**src/shared/temp_alarm_pkg.sv**
```systemverilog
// constants and types for the temperature alarm serial core
package temp_alarm_pkg;
	// ----------------------------------------
	// timing
	// ----------------------------------------
	localparam int unsigned CLK_HZ = 25000000;
	localparam int unsigned CONV_PERIOD_MS = 500;
	localparam int unsigned CONV_CYCLES = (CLK_HZ / 1000) * CONV_PERIOD_MS;
	// ----------------------------------------
	// serial frame
	// ----------------------------------------
	localparam logic [4:0] CMD_BITS = 5'h08;
	localparam logic [4:0] FRAME_BITS = 5'h18;
	localparam logic [7:0] CMD_RD_TEMP = 8'hc1;
	localparam logic [7:0] CMD_RD_CFG = 8'hc3;
	localparam logic [7:0] CMD_RD_HYST = 8'hc5;
	localparam logic [7:0] CMD_RD_CRIT = 8'hc7;
	localparam logic [7:0] CMD_RD_LOW = 8'hc9;
	localparam logic [7:0] CMD_RD_HIGH = 8'hcb;
	localparam logic [7:0] CMD_WR_CFG = 8'h83;
	localparam logic [7:0] CMD_WR_HYST = 8'h85;
	localparam logic [7:0] CMD_WR_CRIT = 8'h87;
	localparam logic [7:0] CMD_WR_LOW = 8'h89;
	localparam logic [7:0] CMD_WR_HIGH = 8'h8b;
	localparam int unsigned CMD_START_BIT = 7;
	localparam int unsigned CMD_DIR_BIT = 6;
	// ----------------------------------------
	// configuration fields and reset values
	// ----------------------------------------
	localparam int unsigned CFG_QUEUE_BIT = 12;
	localparam int unsigned CFG_ALERT_POL_BIT = 11;
	localparam int unsigned CFG_OT_POL_BIT = 10;
	localparam int unsigned CFG_INT_MODE_BIT = 9;
	localparam int unsigned CFG_SHDN_BIT = 8;
	localparam logic [15:0] CFG_WR_MASK = 16'h1f00;
	localparam logic [15:0] LIMIT_MASK = 16'hff80;
	localparam logic [15:0] TEMP_MASK = 16'hfff8;
	localparam logic [15:0] CFG_RST = 16'h0000;
	localparam logic [15:0] HYST_RST = 16'h0100;
	localparam logic [15:0] CRIT_RST = 16'h2800;
	localparam logic [15:0] LOW_RST = 16'h0500;
	localparam logic [15:0] HIGH_RST = 16'h2000;
	localparam logic [15:0] TEMP_RST = 16'h0000;
	localparam logic [2:0] QUEUE_DEPTH = 3'h4;
	// ----------------------------------------
	// state
	// ----------------------------------------
	typedef enum logic [1:0] {
		SER_IDLE = 2'b00,
		SER_CMD = 2'b01,
		SER_DATA = 2'b11,
		SER_BAD = 2'b10
	} ser_state_t;
	typedef struct packed {
		logic [1:0] cs_s;
		logic [1:0] sclk_s;
		logic [1:0] sio_s;
		logic sclk_prev;
		ser_state_t st;
		logic [4:0] bits;
		logic [7:0] cmd;
		logic [15:0] shift;
		logic drive;
		logic sio_out;
		logic [15:0] cfg;
		logic [15:0] hyst;
		logic [15:0] crit;
		logic [15:0] low;
		logic [15:0] high;
		logic [15:0] temp;
		logic [31:0] conv_cnt;
		logic [2:0] hi_cnt;
		logic [2:0] lo_cnt;
		logic [2:0] ot_cnt;
		logic [2:0] rhi_cnt;
		logic [2:0] rlo_cnt;
		logic alert_act;
		logic int_hi;
		logic int_lo;
		logic ot_act;
		logic [2:0] flags;
	} core_state_t;
endpackage : temp_alarm_pkg

```
**src/rtl/temp_alarm_core.sv**
```systemverilog
// temperature sensor alarm logic with three-wire serial slave
`timescale 1ns/10ps
module temp_alarm_core #(
	parameter int unsigned CONV_CYCLES_P = temp_alarm_pkg::CONV_CYCLES
) (
	// clock and reset
	input wire logic clk,
	input wire logic arst_n,
	// serial pins
	input wire logic cs_n,
	input wire logic sclk,
	input wire logic sio_in,
	output logic sio_out,
	output logic sio_oe,
	// alarm pins, open drain
	output logic alert_out,
	output logic alert_oe,
	output logic overtemp_output_out,
	output logic overtemp_output_oe,
	// analog front end result
	input wire logic [15:0] adc_temp,
	// status
	output logic conv_strobe,
	output logic shutdown
);
	import temp_alarm_pkg::*;

	core_state_t q, d;

	// signed compare of all 16 bits of both operands
	function automatic logic gt(input logic [15:0] a, input logic [15:0] b);
		return $signed(a) > $signed(b);
	endfunction : gt

	function automatic logic [2:0] qstep(input logic [2:0] c, input logic hit,
		input logic en);
		logic [2:0] n;
		n = 3'h0;
		if (hit) begin
			n = (c < QUEUE_DEPTH) ? 3'(c + 3'h1) : c;
		end
		if (!en && hit) begin
			n = QUEUE_DEPTH;
		end
		return n;
	endfunction : qstep

	function automatic logic valid_cmd(input logic [7:0] c);
		case (c)
			CMD_RD_TEMP, CMD_RD_CFG, CMD_RD_HYST, CMD_RD_CRIT, CMD_RD_LOW, CMD_RD_HIGH,
			CMD_WR_CFG, CMD_WR_HYST, CMD_WR_CRIT, CMD_WR_LOW, CMD_WR_HIGH: begin
				return 1'b1;
			end
			default: begin
				return 1'b0;
			end
		endcase
	endfunction : valid_cmd

	logic sclk_rise, sclk_fall, cs_hi, sin, conv_done, read_temp, access;
	logic [15:0] t, hi_hy, lo_hy, cr_hy, rd_word;
	logic [7:0] cmd_next;

	always_comb begin
		d = q;
		// ----------------------------------------
		// synchronisers
		// ----------------------------------------
		d.cs_s = {q.cs_s[0], cs_n};
		d.sclk_s = {q.sclk_s[0], sclk};
		d.sio_s = {q.sio_s[0], sio_in};
		d.sclk_prev = q.sclk_s[1];
		cs_hi = q.cs_s[1];
		sin = q.sio_s[1];
		sclk_rise = q.sclk_s[1] && !q.sclk_prev;
		sclk_fall = !q.sclk_s[1] && q.sclk_prev;
		read_temp = 1'b0;
		access = 1'b0;
		cmd_next = {q.cmd[6:0], sin};
		case (q.cmd)
			CMD_RD_TEMP: rd_word = q.temp;
			CMD_RD_CFG: rd_word = q.cfg;
			CMD_RD_HYST: rd_word = q.hyst;
			CMD_RD_CRIT: rd_word = q.crit;
			CMD_RD_LOW: rd_word = q.low;
			CMD_RD_HIGH: rd_word = q.high;
			default: rd_word = 16'h0000;
		endcase
		// ----------------------------------------
		// serial slave
		// ----------------------------------------
		if (cs_hi) begin
			// complete frame only when exactly 24 clocks were seen
			if (q.st == SER_DATA && q.bits == FRAME_BITS) begin
				access = 1'b1;
				if (!q.cmd[CMD_DIR_BIT]) begin
					case (q.cmd)
						CMD_WR_CFG: d.cfg = q.shift & CFG_WR_MASK;
						CMD_WR_HYST: d.hyst = q.shift & LIMIT_MASK;
						CMD_WR_CRIT: d.crit = q.shift & LIMIT_MASK;
						CMD_WR_LOW: d.low = q.shift & LIMIT_MASK;
						CMD_WR_HIGH: d.high = q.shift & LIMIT_MASK;
						default: d.cfg = q.cfg;
					endcase
				end else if (q.cmd == CMD_RD_TEMP) begin
					read_temp = 1'b1;
				end
			end
			d.st = SER_IDLE;
			d.drive = 1'b0;
			d.bits = 5'h00;
		end else begin
			case (q.st)
				SER_IDLE: begin
					d.st = SER_CMD;
					d.bits = 5'h00;
					d.cmd = 8'h00;
				end
				SER_CMD: begin
					if (sclk_rise) begin
						d.cmd = cmd_next;
						d.bits = 5'(q.bits + 5'h01);
					end
					if (sclk_fall && q.bits == CMD_BITS) begin
						// valid command, start bit and direction bit pick the phase
						if (!valid_cmd(q.cmd) || !q.cmd[CMD_START_BIT]) begin
							d.st = SER_BAD;
						end else begin
							d.st = SER_DATA;
							d.drive = q.cmd[CMD_DIR_BIT];
							d.shift = {rd_word[14:0], 1'b0};
							d.sio_out = rd_word[15];
						end
					end
				end
				SER_DATA: begin
					if (sclk_rise) begin
						d.bits = (q.bits > FRAME_BITS) ? q.bits : 5'(q.bits + 5'h01);
						if (!q.cmd[CMD_DIR_BIT]) begin
							d.shift = {q.shift[14:0], sin};
						end
					end
					if (sclk_fall && q.cmd[CMD_DIR_BIT]) begin
						d.sio_out = q.shift[15];
						d.shift = {q.shift[14:0], 1'b0};
					end
				end
				default: begin
					d.st = SER_BAD;
					d.drive = 1'b0;
				end
			endcase
		end
		// ----------------------------------------
		// conversion engine
		// ----------------------------------------
		conv_done = 1'b0;
		if (access) begin
			d.conv_cnt = 32'h0;
		end else if (!q.cfg[CFG_SHDN_BIT]) begin
			if (q.conv_cnt >= CONV_CYCLES_P - 1) begin
				d.conv_cnt = 32'h0;
				conv_done = 1'b1;
			end else begin
				d.conv_cnt = q.conv_cnt + 32'h1;
			end
		end
		// ----------------------------------------
		// limit checks and fault queue
		// ----------------------------------------
		t = adc_temp & TEMP_MASK;
		hi_hy = 16'(q.high - q.hyst);
		lo_hy = 16'(q.low + q.hyst);
		cr_hy = 16'(q.crit - q.hyst);
		if (conv_done) begin
			d.hi_cnt = qstep(q.hi_cnt, gt(t, q.high), q.cfg[CFG_QUEUE_BIT]);
			d.lo_cnt = qstep(q.lo_cnt, gt(q.low, t), q.cfg[CFG_QUEUE_BIT]);
			d.ot_cnt = qstep(q.ot_cnt, gt(t, q.crit), q.cfg[CFG_QUEUE_BIT]);
			d.rhi_cnt = qstep(q.rhi_cnt, gt(hi_hy, t), q.cfg[CFG_QUEUE_BIT]);
			d.rlo_cnt = qstep(q.rlo_cnt, gt(t, lo_hy), q.cfg[CFG_QUEUE_BIT]);
			d.flags = {gt(t, q.crit), gt(t, q.high), gt(q.low, t)};
			d.temp = (t & 16'hfff8) | {13'h0000, d.flags};
			// overtemp comparator with hysteresis
			if (d.ot_cnt == QUEUE_DEPTH) begin
				d.ot_act = 1'b1;
			end else if (gt(cr_hy, t)) begin
				d.ot_act = 1'b0;
			end
			if (!q.cfg[CFG_INT_MODE_BIT]) begin
				if (d.hi_cnt == QUEUE_DEPTH || d.lo_cnt == QUEUE_DEPTH) begin
					d.alert_act = 1'b1;
				end else if (gt(hi_hy, t) && gt(t, lo_hy)) begin
					d.alert_act = 1'b0;
				end
			end else if (q.alert_act) begin
				// latched: only a clearing read releases it, side kept for rearm
				d.alert_act = 1'b1;
			end else if (q.int_hi) begin
				if (d.rhi_cnt == QUEUE_DEPTH) begin
					d.alert_act = 1'b1;
					d.int_hi = 1'b0;
				end
			end else if (q.int_lo) begin
				if (d.rlo_cnt == QUEUE_DEPTH) begin
					d.alert_act = 1'b1;
					d.int_lo = 1'b0;
				end
			end else if (d.hi_cnt == QUEUE_DEPTH || d.lo_cnt == QUEUE_DEPTH) begin
				d.alert_act = 1'b1;
				d.int_hi = d.hi_cnt == QUEUE_DEPTH;
				d.int_lo = d.hi_cnt != QUEUE_DEPTH;
				d.hi_cnt = 3'h0;
				d.lo_cnt = 3'h0;
			end
		end else begin
			d.temp = q.temp;
		end
		// clearing read rearms on the hysteresis side of the fault
		if (read_temp && q.cfg[CFG_INT_MODE_BIT] && q.alert_act) begin
			d.alert_act = 1'b0;
			d.rhi_cnt = 3'h0;
			d.rlo_cnt = 3'h0;
		end
		if (!q.cfg[CFG_INT_MODE_BIT]) begin
			d.int_hi = 1'b0;
			d.int_lo = 1'b0;
		end
	end

	always_ff @(posedge clk or negedge arst_n) begin
		if (!arst_n) begin
			q <= '0;
			q.cs_s <= 2'b11;
			q.st <= SER_IDLE;
			q.cfg <= CFG_RST;
			q.hyst <= HYST_RST;
			q.crit <= CRIT_RST;
			q.low <= LOW_RST;
			q.high <= HIGH_RST;
			q.temp <= TEMP_RST;
		end else begin
			q <= d;
		end
	end

	// ----------------------------------------
	// pins
	// ----------------------------------------
	assign sio_out = q.sio_out;
	assign sio_oe = q.drive && !cs_hi;
	// open drain: drive low for a low level, release for high
	assign alert_out = 1'b0;
	assign alert_oe = q.alert_act ^ q.cfg[CFG_ALERT_POL_BIT];
	assign overtemp_output_out = 1'b0;
	assign overtemp_output_oe = q.ot_act ^ q.cfg[CFG_OT_POL_BIT];
	assign conv_strobe = conv_done;
	assign shutdown = q.cfg[CFG_SHDN_BIT];
endmodule : temp_alarm_core

```
**config.mk**
```make
export PLATFORM = sky130hd
export DESIGN_NAME = temp_alarm_core
export DESIGN_NICKNAME = d
export VERILOG_FILES = /design/src/shared/temp_alarm_pkg.sv /design/src/rtl/temp_alarm_core.sv
export SDC_FILE = /design/constraint.sdc
export NUM_CORES = 1
export LEC_CHECK = 0
export BUFFER_PORTS_ARGS = -buffer_cell sky130_fd_sc_hd__buf_2
export CORE_MARGIN = 2
export CORE_UTILIZATION = 30
export DETAILED_ROUTE_END_ITERATION = 10
export HOLD_SLACK_MARGIN = 0.08
export SLEW_MARGIN = 40
export SYNTH_ARGS = -nofsm -noshare
export SYNTH_HDL_FRONTEND = slang
export SYNTH_SLANG_ARGS = --single-unit
```
**constraint.sdc**
```tcl
create_clock -name clk -period 4.7 [get_ports clk]
set_clock_uncertainty 0.1 [all_clocks]
set_input_delay 0.94 -clock clk [delete_from_list [all_inputs] [get_ports clk]]
set_output_delay 0.94 -clock clk [all_outputs]
set_load 0.05 [all_outputs]
```
==> key figures <==
Run status
  • Outcome: completed

Layout
  • Post-Layout Inst Area: about 11000 um^2
  • FF/Latch Area: between 3000 and 4000 um^2
  • Diode count: 0
  • Filler instances: 3080
  • Fin nets: about 1100
  • Core Util, Final: 0.3452
  • Multi-input gate area: 5122 um^2
  • Layout area overhead: 13.71%
  • Layout cells sized above 1: 0.1201

Synthesis
  • Synth async-reset ratio: 1.000
  • Yosys top cell by area: dfrtp_1
  • Synth top area cells: dfrtp_1 (38%), ha_1 (12%), o21ai_0 (4.7%)
  • Sequential share of the synthesized area: 0.4020
  • Most common library cells after synthesis: dfrtp_1 (140), nand2_1 (110), ha_1 (89)
  • Yosys warning total: 0
  • #FFs+latches synth: 148
  • Most used flip-flop cell after synthesis: dfrtp_1
  • Syn avg cell area: 9.380 um^2
  • Cell Area, Synth: 9239 um^2
  • Yosys cell types: a little under 70
  • Post-synth EDFFs: 0
  • Most frequent cell after synthesis: dfrtp_1
  • Post-Syn Instances: 985
  • Area fraction of the dominant cell type after synthesis: 0.3792

Power
  • Lkg Pwr: 0.004736 uW
  • Combinational power share: 0.120
  • PwrDens: 306.7 nW/um^2
  • Seq pwr share: 0.428
  • VDD IR-drop max: 0.2193 mV
  • Clock network fraction of total power: 0.453
  • Switching Share: 0.2750
  • Sw Pwr: roughly 890 uW
  • Int Pwr: 2336 uW

STA
  • Period minus WS final: 4.038 ns
  • Fin. max-slew vios: 0
  • Final setup fails: 0
  • Measured slew at the worst slew-check pin: 0.9327 ns
  • RSZ-0062 raised after global routing: false
  • Achievable frequency: 247.6 MHz
  • Post-Route Setup TNS: 0 ns
  • Final Hold Viols: 0
  • Period Utilization, post-route: 0.8592
  • Slew headroom: 0.3716

Setup path
  • Crit path kind: flop to flop
  • Critical Path Start Type: flop
  • Worst-path fanout max: 5
  • CP endpoint kind: flop
  • R2R cell count: 16
  • Worst path arrival time: approximately 4.3 ns
  • Worst r2r dst: q[6]
  • CP peak stage delay: 0.59 ns
  • RR Startpoint: q[126]
  • CP bufs+invs: 1
  • CP required: about 4.9 ns
  • Instance count on the critical path: 16
  • CP top delay family: compound AO/OA/AOI/OAI gates
  • Slowest cell on crit path: dfstp_2
  • CP Cell Sequence: inv_1 > ha_1 > a21o_1 > a21oi_1 > o21bai_1 > a21oi_1 > o21ai_0 > xor2_1 > ha_1 > and4_1 > nand3_1 > o22ai_1 > a31oi_1 > nand2_1 > a22o_1 > a32oi_1
  • Flop2flop setup slack: between 0.6 and 0.7 ns

Detailed routing
  • WL final: between 20000 and 25000 um
  • DRC viols: 0
  • Iter 0 DRT Violations: between 400 and 500
  • Antenna Violating Nets Remaining: 0
  • DR WL/cell: between 15 and 20 um
  • Vias: 7360
  • Post-DR vias/cell: between 5 and 6
  • Pre-antenna DRT Iters: 9

Global routing
  • GR Util All Layers: 0.1448
  • Largest net degree at the start of global routing: 101
  • Initial antenna violation count: 0
  • Gr ovfl total: 0
  • Vias in the first global route: 7022
  • First-pass GRT wire length: between 30000 and 40000 um

Min path
  • Hold Path Class: flop to flop
  • WHS Endpoint: d[183]
  • Number of stages on the worst hold path: 0
  • HP Start: d[187]

Flow run
  • Total of max-cap violations: 0

CTS
  • CTS tree: done
  • Setup Buffers After CTS: 0
  • Clk_lat worst skew: 0.42 ns
  • CTS max path bufs: 2
  • Reg clk slew, reported paths: approximately 0.07 ns
  • CTS sink count: around 150
  • Resized cells post-CTS: 0
  • Cts hold-fix bufs: 0
  • Cts bufs inserted: 17
  • H-Tree Depth: 4
  • CTS root buffer: clkbuf_16

Place
  • GPL Wtd Cong: just over 0.8
  • Post-DP HPWL: ~17000 um
  • IO Port Bufs: 23
  • Post-place instance area: roughly 10000 um^2

Floorplanning
  • Row Count: 64
  • Die area: 32220 um^2
  • Core Box Area: 30430 um^2
  • Die Y: 179.5 um
  • Initial Utilization: 0.3036
  • IO Pins: 29
  • Die Width: between 150 and 200 um
## sequential cells by signal (all words and copies together) (netlist names)
register  flops
q           133
cmd_next      8
d             4
cs_hi         1
shutdown      1
sio_out       1
## layer usage
layer  up-vias  wire (um)  GRT usage  share of wire
li1       3617          -          -              -
met1      3520      10970     0.1974           0.48
met2       177      10640     0.2293           0.46
met3        46        705    0.02087          0.031
met4         0        718    0.06309          0.031
met5         -          0          0              0
## cells by family (layout without fill, tap and decap cells)
kind of cell               Yosys count  in the layout  synth area share
other                                1              2         0.0004059
adders and majority gates           92             92            0.1270
muxes                               38             38           0.04605
and+or+nand+nor                    301            301            0.1617
buffers and inverters              107            145           0.04672
DFF                                148            148            0.4019
AOI/OAI and AO/OA                  263            263            0.1830
xor gates and xnor gates            35             35           0.03318
## power by group through the flow
| stage | logic [uW] | clock network (uW) | registers [uW] |
|---|---|---|---|
| final | 385 | 1460 | 1380 |
| after global routing | 442 | 1540 | 1390 |
| after CTS | 384 | 1480 | 1380 |
| after detailed placement | 380 | 0 | 1400 |
| after global placement | 369 | 0 | 1400 |
| after floorplan | 240 | 0 | 1400 |
## placed cells by master (no fill, tap or decap), types with 8 or more instances in the layout
cell,instances
a21o_1,16
a21oi_1,55
a222oi_1,11
a22o_1,12
a22oi_1,9
and2_1,9
and3_1,13
buf_2,22
buf_4,10
clkbuf_16,17
dfrtp_1,140
dfstp_2,8
ha_1,89
inv_1,77
mux2_2,36
nand2_1,110
nand2b_1,13
nand3_1,22
nand4_1,22
nor2_1,48
nor2b_1,9
nor3_1,18
nor4_1,8
o21ai_0,87
o21ai_1,9
o31ai_1,12
xnor2_1,21
xor2_1,14
## final cells by class
class | instances | area share
Clock buffer | 17 | 0.04050
Clock inverter | 15 | 0.01965
Inverter | 78 | 0.02799
Multi-Input combinational cell | 731 | 0.4876
Sequential cell | 148 | 0.3535
Tap cell | 396 | 0.04717
Timing Repair Buffer | 35 | 0.02358
## worst max path at each step
stage | from | endpoint
2_1_floorplan | adc_temp[13] | q[16]
3_3_place_gp | q[126] | q[4]
3_5_place_dp | q[126] | q[6]
4_1_cts | q[126] | q[6]
5_1_grt | q[126] | q[7]
6_report | q[126] | q[6]
## metrics by stage
stage	hold WS, ns	instances	power (uW)	setup WS (ns)
final	0.2475	1420	3222	0.6618
after CTS	0.2510	1419	3244	0.7013
after floorplan	0.2312	986	1635	1.267
after global placement	0.2332	1387	1768	0.7664
after detailed placement	0.2364	1387	1781	0.7239
after global routing	0.2568	1420	3367	0.3670
Power figures use the tool's default switching activity.
